===== src/gauge_pm_pkg.sv =====
// Constants shared by the power-mode and charge-status sequencer.
package gauge_pm_pkg;
	// Clock and time figures, each in its own unit.
	localparam int unsigned CLK_PERIOD_NS      = 10;
	localparam int unsigned ONE_SEC_NS         = 1000000000;
	localparam int unsigned STRETCH_MAX_NS     = 4000000;
	localparam int unsigned SEC_CYCLES_DEF     = ONE_SEC_NS / CLK_PERIOD_NS;
	localparam int unsigned STRETCH_CYCLES_DEF = STRETCH_MAX_NS / CLK_PERIOD_NS;
	localparam int unsigned TAPER_WIN_SEC_DEF  = 40;
	localparam logic [7:0]  CAL_CYCLES         = 8'h10;
	localparam logic [4:0]  NORMAL_INTERVAL_S  = 5'h01;
	localparam logic [4:0]  SLEEP_INTERVAL_S   = 5'h14;
	localparam logic [1:0]  TAPER_WINDOWS      = 2'h2;
	localparam logic [7:0]  DS_WAIT_MIN        = 8'h01;
	localparam logic [7:0]  DS_WAIT_MAX        = 8'hF0;
	// Register byte offsets.
	localparam logic [7:0] REG_CTRL     = 8'h00;
	localparam logic [7:0] REG_TAPER    = 8'h04;
	localparam logic [7:0] REG_CHG_TGT  = 8'h08;
	localparam logic [7:0] REG_TEMP_LIM = 8'h0C;
	localparam logic [7:0] REG_THRESH   = 8'h10;
	localparam logic [7:0] REG_DS_WAIT  = 8'h14;
	localparam logic [7:0] REG_REQ_CHG  = 8'h18;
	localparam logic [7:0] REG_STATUS   = 8'h1C;
	// Field positions.
	localparam int unsigned CTRL_SLEEP_EN_BIT = 0;
	localparam int unsigned CTRL_DS_CMD_BIT   = 1;
	// Reset values.
	localparam logic        RST_SLEEP_EN   = 1'b1;
	localparam logic [15:0] RST_TAPER_CUR  = 16'h0064;
	localparam logic [15:0] RST_TAPER_MARG = 16'h0064;
	localparam logic [15:0] RST_CHG_TGT    = 16'h1068;
	localparam logic [15:0] RST_TEMP_LO    = 16'h0000;
	localparam logic [15:0] RST_TEMP_HI    = 16'h01C2;
	localparam logic [15:0] RST_TEMP_HYS   = 16'h0032;
	localparam logic [15:0] RST_SLEEP_CUR  = 16'h000A;
	localparam logic [7:0]  RST_DS_WAIT    = 8'h0F;
	// Power mode codes as seen on the mode output.
	localparam logic [1:0] MODE_FULL     = 2'h0;
	localparam logic [1:0] MODE_REDUCED  = 2'h1;
	localparam logic [1:0] MODE_DEEP     = 2'h2;
	localparam logic [1:0] MODE_SHUTDOWN = 2'h3;
	// Battery activity codes on the charge state input.
	localparam logic [1:0] CHG_RELAX     = 2'h0;
	localparam logic [1:0] CHG_DISCHARGE = 2'h1;
	localparam logic [1:0] CHG_CHARGE    = 2'h2;
	// Sequencer states.
	typedef enum logic [2:0] {
		ST_NORMAL,
		ST_CAL,
		ST_SLEEP,
		ST_DEEP,
		ST_SHUTDOWN
	} pm_state_e;
endpackage


===== src/gauge_power_mode_charge_status.sv =====
// Power-mode sequencer with charge termination and charge-inhibit status, AHB-Lite registers.
module gauge_power_mode_charge_status
	import gauge_pm_pkg::*;
#(
	parameter int unsigned SEC_CYCLES     = gauge_pm_pkg::SEC_CYCLES_DEF,
	parameter int unsigned STRETCH_CYCLES = gauge_pm_pkg::STRETCH_CYCLES_DEF,
	parameter int unsigned TAPER_WIN_SEC  = gauge_pm_pkg::TAPER_WIN_SEC_DEF
) (
	// Clock and reset.
	input  wire logic        hclk,
	input  wire logic        hresetn,
	// AHB-Lite slave.
	input  wire logic        hsel,
	input  wire logic [31:0] haddr,
	input  wire logic [1:0]  htrans,
	input  wire logic        hwrite,
	input  wire logic [2:0]  hsize,
	input  wire logic [31:0] hwdata,
	input  wire logic        hready,
	output logic      [31:0] hrdata,
	output logic             hreadyout,
	output logic             hresp,
	// Measurements from the converter, same clock.
	input  wire logic [15:0] averaged_current_value,
	input  wire logic [15:0] cell_voltage,
	input  wire logic [15:0] temperature,
	input  wire logic [1:0]  charge_state,
	// Asynchronous condition inputs.
	input  wire logic        wake_current_threshold,
	input  wire logic        low_battery_condition,
	input  wire logic        system_power_down,
	// Two-wire link, clock line stretchable.
	input  wire logic        scl_in,
	input  wire logic        sda_in,
	output logic             scl_out,
	output logic             scl_oe,
	// Status and control outputs.
	output logic      [1:0]  power_mode,
	output logic             hf_osc_en,
	output logic             offset_cal,
	output logic             measure_strobe,
	output logic             full_charge,
	output logic             charge_inhibit_indication,
	output logic             charge_switch_en
);
	import gauge_pm_pkg::*;

	pm_state_e   state_r;
	logic [4:0]  sync1_r;
	logic [4:0]  sync2_r;
	logic [1:0]  link_prev_r;
	logic        wake_s;
	logic        lowbat_s;
	logic        pdown_s;
	logic        scl_s;
	logic        sda_s;
	logic        bus_activity;
	logic        addr_vld_r;
	logic        addr_wr_r;
	logic [7:0]  addr_r;
	logic        wr_en;
	logic        sleep_en_r;
	logic        ds_cmd;
	logic [15:0] taper_cur_r;
	logic [15:0] taper_marg_r;
	logic [15:0] chg_tgt_r;
	logic [15:0] temp_lo_r;
	logic [15:0] temp_hi_r;
	logic [15:0] temp_hys_r;
	logic [15:0] sleep_cur_r;
	logic [7:0]  ds_wait_r;
	logic [7:0]  ds_wait_nxt;
	logic [15:0] req_cur_r;
	logic [15:0] req_volt_r;
	logic [31:0] sec_cnt_r;
	logic        sec_tick;
	logic [4:0]  meas_cnt_r;
	logic [4:0]  meas_interval;
	logic [7:0]  cal_cnt_r;
	logic [15:0] cur_mag;
	logic        low_load;
	logic        ds_flag_r;
	logic [7:0]  ds_count_r;
	logic        ds_enter;
	logic        clear_event;
	logic [31:0] stretch_cnt_r;
	logic [31:0] taper_sec_r;
	logic        taper_ok_r;
	logic [1:0]  taper_wins_r;
	logic        taper_met;
	logic        inhibit_out;
	logic        inhibit_in;
	logic        inhibit_state_r;
	logic        inhibit_enter;

	// Every asynchronous level passes two flops; only the second stage is read.
	always_ff @(posedge hclk or negedge hresetn) begin
		if (!hresetn) begin
			sync1_r <= 5'h18;
			sync2_r <= 5'h18;
		end else begin
			sync1_r <= {scl_in, sda_in, system_power_down, low_battery_condition, wake_current_threshold};
			sync2_r <= sync1_r;
		end
	end
	assign wake_s   = sync2_r[0];
	assign lowbat_s = sync2_r[1];
	assign pdown_s  = sync2_r[2];
	assign sda_s    = sync2_r[3];
	assign scl_s    = sync2_r[4];

	// Falling edges on either line count as traffic; our own stretch is masked out.
	always_ff @(posedge hclk or negedge hresetn) begin
		if (!hresetn) begin
			link_prev_r <= 2'h3;
		end else begin
			link_prev_r <= {scl_s, sda_s};
		end
	end
	assign bus_activity = ((link_prev_r[1] && !scl_s) || (link_prev_r[0] && !sda_s)) && !scl_oe;

	// Bus address phase capture; the slave never inserts wait states.
	always_ff @(posedge hclk or negedge hresetn) begin
		if (!hresetn) begin
			addr_vld_r <= 1'b0;
			addr_wr_r  <= 1'b0;
			addr_r     <= 8'h00;
			hreadyout  <= 1'b0;
			hresp      <= 1'b0;
		end else begin
			hreadyout <= 1'b1;
			hresp     <= 1'b0;
			if (hready) begin
				addr_vld_r <= hsel && htrans[1];
				addr_wr_r  <= hwrite;
				addr_r     <= {haddr[7:2], 2'h0};
			end
		end
	end
	assign wr_en  = addr_vld_r && addr_wr_r;
	assign ds_cmd = wr_en && (addr_r == REG_CTRL) && hwdata[CTRL_DS_CMD_BIT];

	// Out-of-range wait times are pulled into the legal span; zero stays as the disable value.
	always_comb begin
		ds_wait_nxt = hwdata[7:0];
		if (hwdata[7:0] > DS_WAIT_MAX) begin
			ds_wait_nxt = DS_WAIT_MAX;
		end
	end

	// Configuration registers written by software.
	always_ff @(posedge hclk or negedge hresetn) begin
		if (!hresetn) begin
			sleep_en_r   <= RST_SLEEP_EN;
			taper_cur_r  <= RST_TAPER_CUR;
			taper_marg_r <= RST_TAPER_MARG;
			chg_tgt_r    <= RST_CHG_TGT;
			temp_lo_r    <= RST_TEMP_LO;
			temp_hi_r    <= RST_TEMP_HI;
			temp_hys_r   <= RST_TEMP_HYS;
			sleep_cur_r  <= RST_SLEEP_CUR;
			ds_wait_r    <= RST_DS_WAIT;
		end else if (wr_en) begin
			case (addr_r)
				REG_CTRL: begin
					sleep_en_r <= hwdata[CTRL_SLEEP_EN_BIT];
				end
				REG_TAPER: begin
					taper_cur_r  <= hwdata[15:0];
					taper_marg_r <= hwdata[31:16];
				end
				REG_CHG_TGT: begin
					chg_tgt_r <= hwdata[15:0];
				end
				REG_TEMP_LIM: begin
					temp_lo_r <= hwdata[15:0];
					temp_hi_r <= hwdata[31:16];
				end
				REG_THRESH: begin
					temp_hys_r  <= hwdata[15:0];
					sleep_cur_r <= hwdata[31:16];
				end
				REG_DS_WAIT: begin
					ds_wait_r <= ds_wait_nxt;
				end
				default: begin
				end
			endcase
		end
	end

	// Requested charge values; the forced zero on inhibit entry beats a software write.
	always_ff @(posedge hclk or negedge hresetn) begin
		if (!hresetn) begin
			req_cur_r  <= 16'h0000;
			req_volt_r <= 16'h0000;
		end else if (inhibit_enter) begin
			req_cur_r  <= 16'h0000;
			req_volt_r <= 16'h0000;
		end else if (wr_en && (addr_r == REG_REQ_CHG)) begin
			req_cur_r  <= hwdata[15:0];
			req_volt_r <= hwdata[31:16];
		end
	end

	// Read data is prepared during the address phase so it stands from a flop in the data phase.
	always_ff @(posedge hclk or negedge hresetn) begin
		if (!hresetn) begin
			hrdata <= 32'h0000_0000;
		end else if (hready && hsel && htrans[1] && !hwrite) begin
			case ({haddr[7:2], 2'h0})
				REG_CTRL:     hrdata <= {31'h0000_0000, sleep_en_r};
				REG_TAPER:    hrdata <= {taper_marg_r, taper_cur_r};
				REG_CHG_TGT:  hrdata <= {16'h0000, chg_tgt_r};
				REG_TEMP_LIM: hrdata <= {temp_hi_r, temp_lo_r};
				REG_THRESH:   hrdata <= {sleep_cur_r, temp_hys_r};
				REG_DS_WAIT:  hrdata <= {24'h00_0000, ds_wait_r};
				REG_REQ_CHG:  hrdata <= {req_volt_r, req_cur_r};
				REG_STATUS:   hrdata <= {16'h0000, ds_count_r, scl_oe, hf_osc_en, inhibit_state_r, ds_flag_r,
					charge_inhibit_indication, full_charge, power_mode};
				default:      hrdata <= 32'h0000_0000;
			endcase
		end
	end

	// One-second time base shared by measurements, countdown and taper windows.
	always_ff @(posedge hclk or negedge hresetn) begin
		if (!hresetn) begin
			sec_cnt_r <= 32'h0000_0000;
		end else if (sec_tick) begin
			sec_cnt_r <= 32'h0000_0000;
		end else begin
			sec_cnt_r <= sec_cnt_r + 32'h0000_0001;
		end
	end
	assign sec_tick = (sec_cnt_r == SEC_CYCLES - 1);

	// Measurement cadence: every second in full mode, every twenty in the sleep modes.
	assign meas_interval = (state_r == ST_NORMAL) ? NORMAL_INTERVAL_S : SLEEP_INTERVAL_S;
	always_ff @(posedge hclk or negedge hresetn) begin
		if (!hresetn) begin
			meas_cnt_r     <= 5'h00;
			measure_strobe <= 1'b0;
		end else begin
			measure_strobe <= 1'b0;
			if (state_r == ST_SHUTDOWN || state_r == ST_CAL) begin
				meas_cnt_r <= 5'h00;
			end else if (sec_tick) begin
				if (meas_cnt_r + 5'h01 >= meas_interval) begin
					meas_cnt_r     <= 5'h00;
					measure_strobe <= 1'b1;
				end else begin
					meas_cnt_r <= meas_cnt_r + 5'h01;
				end
			end
		end
	end

	// Load magnitude, so a small charge or discharge both count as low load.
	assign cur_mag  = averaged_current_value[15] ? 16'(-averaged_current_value) : averaged_current_value;
	assign low_load = sleep_en_r && (cur_mag < sleep_cur_r);

	// Deep-sleep entry waits for the countdown only when a wait time is programmed.
	assign ds_enter    = ds_flag_r && ((ds_wait_r == 8'h00) || (ds_count_r == 8'h00));
	assign clear_event = bus_activity && (state_r == ST_DEEP);

	// Power-mode sequencer; shutdown is terminal until reset.
	always_ff @(posedge hclk or negedge hresetn) begin
		if (!hresetn) begin
			state_r   <= ST_NORMAL;
			cal_cnt_r <= 8'h00;
		end else begin
			case (state_r)
				ST_NORMAL: begin
					cal_cnt_r <= 8'h00;
					if (lowbat_s || pdown_s) begin
						state_r <= ST_SHUTDOWN;
					end else if (low_load && !wake_s) begin
						state_r <= ST_CAL;
					end
				end
				ST_CAL: begin
					cal_cnt_r <= cal_cnt_r + 8'h01;
					if (lowbat_s || pdown_s) begin
						state_r <= ST_SHUTDOWN;
					end else if (!low_load || wake_s) begin
						state_r <= ST_NORMAL;
					end else if (cal_cnt_r == CAL_CYCLES - 8'h01) begin
						state_r <= ST_SLEEP;
					end
				end
				ST_SLEEP: begin
					if (lowbat_s || pdown_s) begin
						state_r <= ST_SHUTDOWN;
					end else if (!low_load || wake_s) begin
						state_r <= ST_NORMAL;
					end else if (ds_enter) begin
						state_r <= ST_DEEP;
					end
				end
				ST_DEEP: begin
					if (lowbat_s || pdown_s) begin
						state_r <= ST_SHUTDOWN;
					end else if (!low_load || wake_s) begin
						state_r <= ST_NORMAL;
					end else if (bus_activity) begin
						state_r <= ST_SLEEP;
					end
				end
				ST_SHUTDOWN: begin
					state_r <= ST_SHUTDOWN;
				end
				default: begin
					state_r <= ST_NORMAL;
				end
			endcase
		end
	end

	// Mode outputs; the fast oscillator stops only in deep sleep and shutdown.
	always_ff @(posedge hclk or negedge hresetn) begin
		if (!hresetn) begin
			power_mode <= MODE_FULL;
			hf_osc_en  <= 1'b1;
			offset_cal <= 1'b0;
		end else begin
			offset_cal <= (state_r == ST_CAL);
			hf_osc_en  <= !(state_r == ST_DEEP || state_r == ST_SHUTDOWN);
			case (state_r)
				ST_SLEEP:    power_mode <= MODE_REDUCED;
				ST_DEEP:     power_mode <= MODE_DEEP;
				ST_SHUTDOWN: power_mode <= MODE_SHUTDOWN;
				default:     power_mode <= MODE_FULL;
			endcase
		end
	end

	// Deep-sleep flag and countdown; a command or expiry that meets a clear in the same cycle wins.
	always_ff @(posedge hclk or negedge hresetn) begin
		if (!hresetn) begin
			ds_flag_r  <= 1'b0;
			ds_count_r <= 8'h00;
		end else begin
			if (state_r == ST_CAL || clear_event) begin
				ds_count_r <= ds_wait_r;
			end else if (state_r == ST_SLEEP && sec_tick && ds_wait_r != 8'h00 && ds_count_r != 8'h00) begin
				ds_count_r <= ds_count_r - 8'h01;
			end
			if (ds_cmd) begin
				ds_flag_r <= 1'b1;
			end else if (state_r == ST_SLEEP && sec_tick && ds_wait_r != 8'h00 && ds_count_r == 8'h01) begin
				ds_flag_r <= 1'b1;
			end else if (clear_event && ds_wait_r == 8'h00) begin
				ds_flag_r <= 1'b0;
			end
		end
	end

	// Clock stretch: hold the clock line low for a bounded time so the halted core catches up.
	always_ff @(posedge hclk or negedge hresetn) begin
		if (!hresetn) begin
			stretch_cnt_r <= 32'h0000_0000;
			scl_oe        <= 1'b0;
			scl_out       <= 1'b0;
		end else begin
			scl_out <= 1'b0;
			if (scl_oe) begin
				if (stretch_cnt_r >= STRETCH_CYCLES - 1) begin
					scl_oe <= 1'b0;
				end
				stretch_cnt_r <= stretch_cnt_r + 32'h0000_0001;
			end else if (bus_activity && (state_r == ST_SLEEP || state_r == ST_DEEP)) begin
				scl_oe        <= 1'b1;
				stretch_cnt_r <= 32'h0000_0000;
			end
		end
	end

	// Taper windows: a window counts only if current stayed below the taper level throughout.
	assign taper_met = (charge_state == CHG_CHARGE) && (taper_wins_r == TAPER_WINDOWS)
		&& ({1'b0, cell_voltage} + {1'b0, taper_marg_r} >= {1'b0, chg_tgt_r});
	always_ff @(posedge hclk or negedge hresetn) begin
		if (!hresetn) begin
			taper_sec_r  <= 32'h0000_0000;
			taper_ok_r   <= 1'b1;
			taper_wins_r <= 2'h0;
		end else if (charge_state != CHG_CHARGE) begin
			taper_sec_r  <= 32'h0000_0000;
			taper_ok_r   <= 1'b1;
			taper_wins_r <= 2'h0;
		end else begin
			if (sec_tick && taper_sec_r >= TAPER_WIN_SEC - 1) begin
				taper_sec_r <= 32'h0000_0000;
				taper_ok_r  <= 1'b1;
				if (!taper_ok_r || cur_mag >= taper_cur_r) begin
					taper_wins_r <= 2'h0;
				end else if (taper_wins_r != TAPER_WINDOWS) begin
					taper_wins_r <= taper_wins_r + 2'h1;
				end
			end else begin
				if (sec_tick) begin
					taper_sec_r <= taper_sec_r + 32'h0000_0001;
				end
				if (cur_mag >= taper_cur_r) begin
					taper_ok_r <= 1'b0;
				end
			end
		end
	end

	// Full-charge flag; set wins, and it drops only once the battery discharges.
	always_ff @(posedge hclk or negedge hresetn) begin
		if (!hresetn) begin
			full_charge <= 1'b0;
		end else if (taper_met) begin
			full_charge <= 1'b1;
		end else if (charge_state == CHG_DISCHARGE) begin
			full_charge <= 1'b0;
		end
	end

	// Temperature windows for the inhibit bit, narrowed by hysteresis on the way back.
	assign inhibit_out = (temperature < temp_lo_r) || (temperature > temp_hi_r);
	assign inhibit_in  = ({1'b0, temperature} >= {1'b0, temp_lo_r} + {1'b0, temp_hys_r})
		&& ({1'b0, temperature} + {1'b0, temp_hys_r} <= {1'b0, temp_hi_r});
	assign inhibit_enter = !inhibit_state_r && inhibit_out && (temperature > temp_lo_r)
		&& (charge_state == CHG_DISCHARGE || charge_state == CHG_RELAX);

	// Inhibit indication and state; charging in progress never opens the charge switch.
	always_ff @(posedge hclk or negedge hresetn) begin
		if (!hresetn) begin
			charge_inhibit_indication <= 1'b0;
			inhibit_state_r           <= 1'b0;
			charge_switch_en          <= 1'b1;
		end else begin
			if (inhibit_out) begin
				charge_inhibit_indication <= 1'b1;
			end else if (inhibit_in) begin
				charge_inhibit_indication <= 1'b0;
			end
			if (inhibit_enter) begin
				inhibit_state_r <= 1'b1;
			end else if (inhibit_in) begin
				inhibit_state_r <= 1'b0;
			end
			charge_switch_en <= (charge_state == CHG_CHARGE) || !(inhibit_state_r || inhibit_enter);
		end
	end

endmodule


===== config.mk =====
export PLATFORM = sky130hd
export DESIGN_NAME = gauge_power_mode_charge_status
export DESIGN_NICKNAME = d
export VERILOG_FILES = /design/src/gauge_pm_pkg.sv /design/src/gauge_power_mode_charge_status.sv
export SDC_FILE = /design/constraint.sdc
export NUM_CORES = 1
export LEC_CHECK = 0
export ABC_AREA = 1
export BUFFER_PORTS_ARGS = -buffer_cell sky130_fd_sc_hd__buf_4
export CORE_MARGIN = 4
export CORE_UTILIZATION = 62
export CTS_CLUSTER_DIAMETER = 30
export CTS_CLUSTER_SIZE = 20
export DETAILED_ROUTE_END_ITERATION = 8
export PLACE_DENSITY_LB_ADDON = 0.08
export SLEW_MARGIN = 20
export SYNTH_ARGS = -nofsm -noshare
export SYNTH_HDL_FRONTEND = slang
export SYNTH_SLANG_ARGS = --single-unit

===== constraint.sdc =====
create_clock -name hclk -period 9.7 [get_ports hclk]
set_clock_uncertainty 0.2 [all_clocks]
set_input_delay 0.97 -clock hclk [delete_from_list [all_inputs] [get_ports hclk]]
set_output_delay 0.97 -clock hclk [all_outputs]
set_load 0.005 [all_outputs]

Yosys cells after proc, flatten, opt, wreduce, memory -nomap -nowiden
Index checks and enable logic that the tools add are counted. W data, S select, Z words.

Register bits: 340. Bits of input ports: 129. Output and inout bits: 44.

Add/sub/neg operators: 11. $lt $le $gt $ge: 12. Eq/ne operators: 29. Multiplexer cells: 54. Reduce and logical (&&, ||, !) cells: 80.

Operators by type and width (count): $pmux W32 S8 (1); $mux W32 (6); $add A32 B1 Y32 const B (3); $mux W16 (5); $add A16 B16 Y17 (3); $eq A6 B3 Y1 const B (7); $mux W3 (11); $eq A32 B27 Y1 const B (1); $ge A32 B19 Y1 const B (1); $ge A32 B6 Y1 const B (1); $gt A16 B16 Y1 (2); $lt A16 B16 Y1 (2); $logic_and A1 B1 Y1 (28); $eq A6 B2 Y1 const B (4); $logic_not A8 Y1 (3); $mux W8 (3); $mux W5 (4); $reduce_bool A2 Y1 (9); $ge A16 B17 Y1 (1); $ge A17 B16 Y1 (1); $le A17 B16 Y1 (1); $mux W1 (17); $ge A16 B16 Y1 (1); $neg A16 Y16 (1); 30 further kinds (70).

Depth between registers and ports, before layout
Depth after elaboration: 9. Mapped depth: 24. Depth with buffers taken out: 24.

Least setup slack after synthesis
OpenSTA, ideal clock, no wires.

Path kind: input to register. Start point: input temperature[0]. End point: register inhibit_state_r. Arrival time: 3.434 ns. Required time: 9.387 ns. Slack: 5.953 ns. Stages: 21. Path buffers: 0. Path through: ha_1 > inv_1 > fa_1 > nor2_1 > a211oi_1 > o21ai_0 > nand3_1 > nand2_1 > nand2_1 > nand2_1 > xor2_1 > ha_1 > a21oi_1 > a21boi_0 > nand2_1 > nand2_1 > nand2_1 > nand2_1 > nand4_1 > nand2_1 > inv_1.

Word-level cells in the longest chain between the ends: 6. Elaborated cells on any way between the ends: 13. Classes of those cells: 1 x add/sub; 5 x order compare; 1 x mux; 6 x reduce/logical.

Ends and longest elaborated chain: start: declaration (line gauge_power_mode_charge_status.sv:26) `input wire logic [15:0] temperature,`; parallel branches: the longest is 6 deep, another holds $add A16 B16 Y17; end signal: assignment (line gauge_power_mode_charge_status.sv:433) `inhibit_state_r <= 1'b0;`; end signal: assignment (line gauge_power_mode_charge_status.sv:442) `inhibit_state_r <= 1'b1;`; end signal: assignment (line gauge_power_mode_charge_status.sv:444) `inhibit_state_r <= 1'b0;`; end: declaration (line gauge_power_mode_charge_status.sv:93) `logic inhibit_state_r;`.

Parallel ways; which one is timed is not known. A chain may end at the register's enable or synchronous reset.

Worst setup path in the final report
Start point: register temp_hys_r[1]. End point: register inhibit_state_r.

Word-level cells in the longest chain between the ends: 4. Elaborated cells on any way between the ends: 6. Classes of those cells: 2 x add/sub; 2 x order compare; 2 x reduce/logical.

Ends and longest elaborated chain: start: declaration (line gauge_power_mode_charge_status.sv:69) `logic [15:0] temp_hys_r;`; start signal: assignment (line gauge_power_mode_charge_status.sv:180) `temp_hys_r <= hwdata[15:0];`; $add A16 B16 Y17, on equally long branches (line gauge_power_mode_charge_status.sv:424, gauge_power_mode_charge_status.sv:425); $ge A16 B17 Y1 or $le A17 B16 Y1 (tied branches) (line gauge_power_mode_charge_status.sv:424, gauge_power_mode_charge_status.sv:425); $logic_and A1 B1 Y1 * (line gauge_power_mode_charge_status.sv:425) `&& ({1'b0, temperature} + {1'b0, temp_hys_r} <= {1'b0, temp_hi_r});`; $reduce_bool A2 Y1 (no line) *.

Every way passes the cells marked *; elsewhere a longest branch is shown, timed or not.

==> flow_metrics.tcl <==
set metrics [dict create \
    clock.fmax_ghz 0.2515 \
    synthCells 2637 \
    dr_total_vias 19140 \
    io_pins 173 \
    timing_worst_setup_path_type "register to register" \
    root_buffer "clkbuf_16" \
    cp-end-kind "register" \
    power_mw 5.316 \
    drive_gt1_share_pct 13.04 \
    syn_avg_cell_area_sq_um 7.911 \
    post_drt_via_cell_ratio 5.806 \
    cts_setup_buffers 0 \
    fin_crit_sh_pct 40.99 \
    multi_input_area_sq_mm 0.01049 \
    maxUsedRoutingLayer "met4" \
    peakVddDrop_uv 155.9 \
    clockBufferDepth 3 \
    worstMarginPinSlew_ns 1.034 \
    r2r_end "inhibit_state_r" \
    design.final.nets 3097 \
    synthFlopType "dfrtp_1" \
    ys_seq_area_share_pct 40.98 \
    cts.repair.resized 0 \
    synth_cell_type_count 60 \
    hold_viol 0 \
    io_buffers 140 \
    cts_buffers 73 \
    start_util_pct 63.47 \
    cpLargestDelayFamily "compound AO/OA/AOI/OAI gates" \
    grt_pass1_wl_um 98790 \
    drt_wl_total_um 62300 \
    grt_pass1_vias 19080 \
    arrival_ns 4.23 \
    crit_slowest_cell "dfstp_2" \
    dieArea_sq_mm 0.03665 \
    core_area_sq_mm 0.03287 \
    die_x_um 191.4 \
    period_needed_ns 3.976 \
    cts_tree "built" \
    fillers 2449 \
    finalMaxSlewViolations 0 \
    path_buf_inv 2 \
    die-height_um 191.4 \
    row_count 66 \
    crit_fanout 6 \
    wl_met3_um 5001 \
    critical-path-max-stage-delay_ns 0.62 \
    setup-violations-final 0 \
    syn2layout_area_growth_pct 18.48 \
    wirelength_met1_um 24780 \
    synth_area_sq_mm 0.02086 \
    wl_met2_um 29300 \
    clk_latency_ns 0.58 \
    cts.sinks 340 \
    p_per_area_mw_per_mm2 215.1 \
    cp-start-kind "register" \
    ff2ff_setup_slack_ns 5.72 \
    dr.pass1.iters 6 \
    place_congestion 0.9745 \
    required_ns 9.96 \
    detail-route-antenna-nets 0 \
    r2r_cells 20 \
    r2r_start "temp_hys_r[1]" \
    wl_per_cell_um 18.90 \
    synth_edf_count 0 \
    grt_antenna_before_repair 1 \
    max_slew_margin_pct 30.96 \
    hold_depth 0 \
    clk_pin_slew_ns 0.05 \
    hold_path_end "sync2_r[4]" \
    status "completed" \
    synthArstFlopShare_pct 100.0 \
    worst_path_most_repeated_cell "nand2_1" \
    ys.warnings.count 0 \
    track_usage_pct 34.08 \
    dp_slack_ns 5.304 \
    grt_remaining_overflow 0 \
    worstHoldStart "sync1_r[4]" \
    grt_max_degree 185 \
    fin_ws_ns 5.724 \
    dp_hpwl_um 44440 \
    dr.first_iter.drc_count 1594 \
    tns_ns 0 \
    p_leak_nw 13.06 \
    cts_hold_buffers 0 \
    crit_chain "inv_1 -> fa_1 -> nor2_1 -> a211oi_1 -> o21ai_0 -> nand3_1 -> nand2_1 -> nand2_1 -> nand2_1 -> xor2_1 -> ha_1 -> a21oi_1 -> a21boi_0 -> nand2_1 -> nand2_1 -> nand2_1 -> nand2_1 -> nand4_1 -> nand2_1 -> inv_1" \
    seqCellArea_sq_mm 0.008549 \
    synth-seq-cells 340 \
    rsz0062_at_grt "no" \
    drc 0 \
    htreeDepth 3 \
    hold_path_class "register to register" \
    maxCapViolations 0 \
]
-- cells in the final DEF (no fill, tap or decap), drive strengths merged, types with 2 or more instances in the layout --
cell      count
buf         146
dfrtp       307
dfstp        33
nor4         32
xnor2        18
nand2       558
or2           4
o22ai        30
conb          3
o31ai        12
o21a          2
a21oi       143
clkinvlp      8
a21boi        3
nand3b        5
o21bai        8
mux2i         9
and3          3
fa            3
ha          171
o211ai        7
xor2         57
bufinv        3
nand4        47
o2111ai       2
a22oi        11
a211oi       24
a31oi         9
a21o          4
o21ai       256
a221oi       14
clkinv       23
nor3         72
inv         424
clkbuf       93
nor2        226
nand3        77
o221ai        2
-- where the power goes --
| group | internal, mW | switching, mW |
|---|---|---|
| Sequential | 1.59 | 0.146 |
| Clock | 1.58 | 0.826 |
| Combinational | 0.445 | 0.728 |
| Total | 3.62 | 1.70 |
-- metrics by stage --
step / area (sq um) / hold WS [ns] / std cells / utilization (%)
final: 24720 / 0.1566 / 3296 / 75.20
after global routing: 24710 / 0.1610 / 3295 / 75.19
after CTS: 24670 / 0.1578 / 3294 / 75.06
after detailed placement: 22250 / 0.1490 / 3160 / 67.70
after global placement: 22250 / 0.1392 / 3160 / 67.70
after floorplan: 20870 / 0.1312 / 2638 / -
-- final cells by class --
cell class                      instances  area share (%)
Antenna cell                            1         0.01012
Clock buffer                           93           8.236
Clock inverter                         41           1.559
Inverter                              417           6.338
Multi-Input combinational cell       1816           42.43
Sequential cell                       340           34.59
Tap cell                              442           2.238
Timing Repair Buffer                  146           4.597
-- worst reg2reg max path: cells and delay by family, from the launching register on --
family          cells  cell delay (ns)
buf+inv             2             0.13
simple gates       11             0.99
compound gates      4             1.08
xor+xnor            1             0.15
flops               1             0.62
fa+ha+maj           2             0.70
-- worst max path at each step --
stage / startpoint / endpoint / cells past startpoint
3_3_place_gp: temperature[0] / inhibit_state_r / 22
4_1_cts: temp_hys_r[1] / inhibit_state_r / 20
5_1_grt: temp_hys_r[1] / inhibit_state_r / 20
2_1_floorplan: temperature[0] / inhibit_state_r / 21
3_5_place_dp: temperature[0] / inhibit_state_r / 22
6_report: temp_hys_r[1] / inhibit_state_r / 20
-- cells by family after synthesis --
logic type | after synthesis | synth area share (%)
compound gates | 530 | 14.24
fa+ha+maj | 174 | 10.54
other cells | 2 | 0.03600
mux | 9 | 0.4319
simple gates | 1025 | 21.66
xor+xnor | 75 | 3.149
flops | 340 | 40.98
buf+inv | 482 | 8.955
-- per-layer routing --
metal	global-route usage [%]	up-vias
met5	0	-
met4	17.60	0
met3	7.834	168
met2	55.38	794
met1	42.70	9107
li1	-	9067
-- state kept, by name, summed over array words and instances, names as in the netlist, 6 cells and up --
name,count
ds_count_r,8
taper_marg_r,16
hrdata,32
sleep_cur_r,16
taper_cur_r,16
addr_r,6
ds_wait_r,8
temp_hi_r,16
stretch_cnt_r,32
taper_sec_r,32
req_cur_r,16
temp_hys_r,16
chg_tgt_r,16
req_volt_r,16
temp_lo_r,16
cal_cnt_r,8
sec_cnt_r,32
-- Yosys cell counts (43+ instances only) --
cell type / number / share of area (%)
a21oi_1: 142 / 3.4
clkbuf_1: 43 / 0.77
dfrtp_1: 307 / 37
ha_1: 171 / 10
inv_1: 405 / 7.3
nand2_1: 545 / 9.8
nand3_1: 73 / 1.8
nand4_1: 44 / 1.3
nor2_1: 209 / 3.8
nor3_1: 65 / 1.6
o21ai_0: 248 / 5.9
xor2_1: 57 / 2.4
Power figures use the tool's default switching activity.
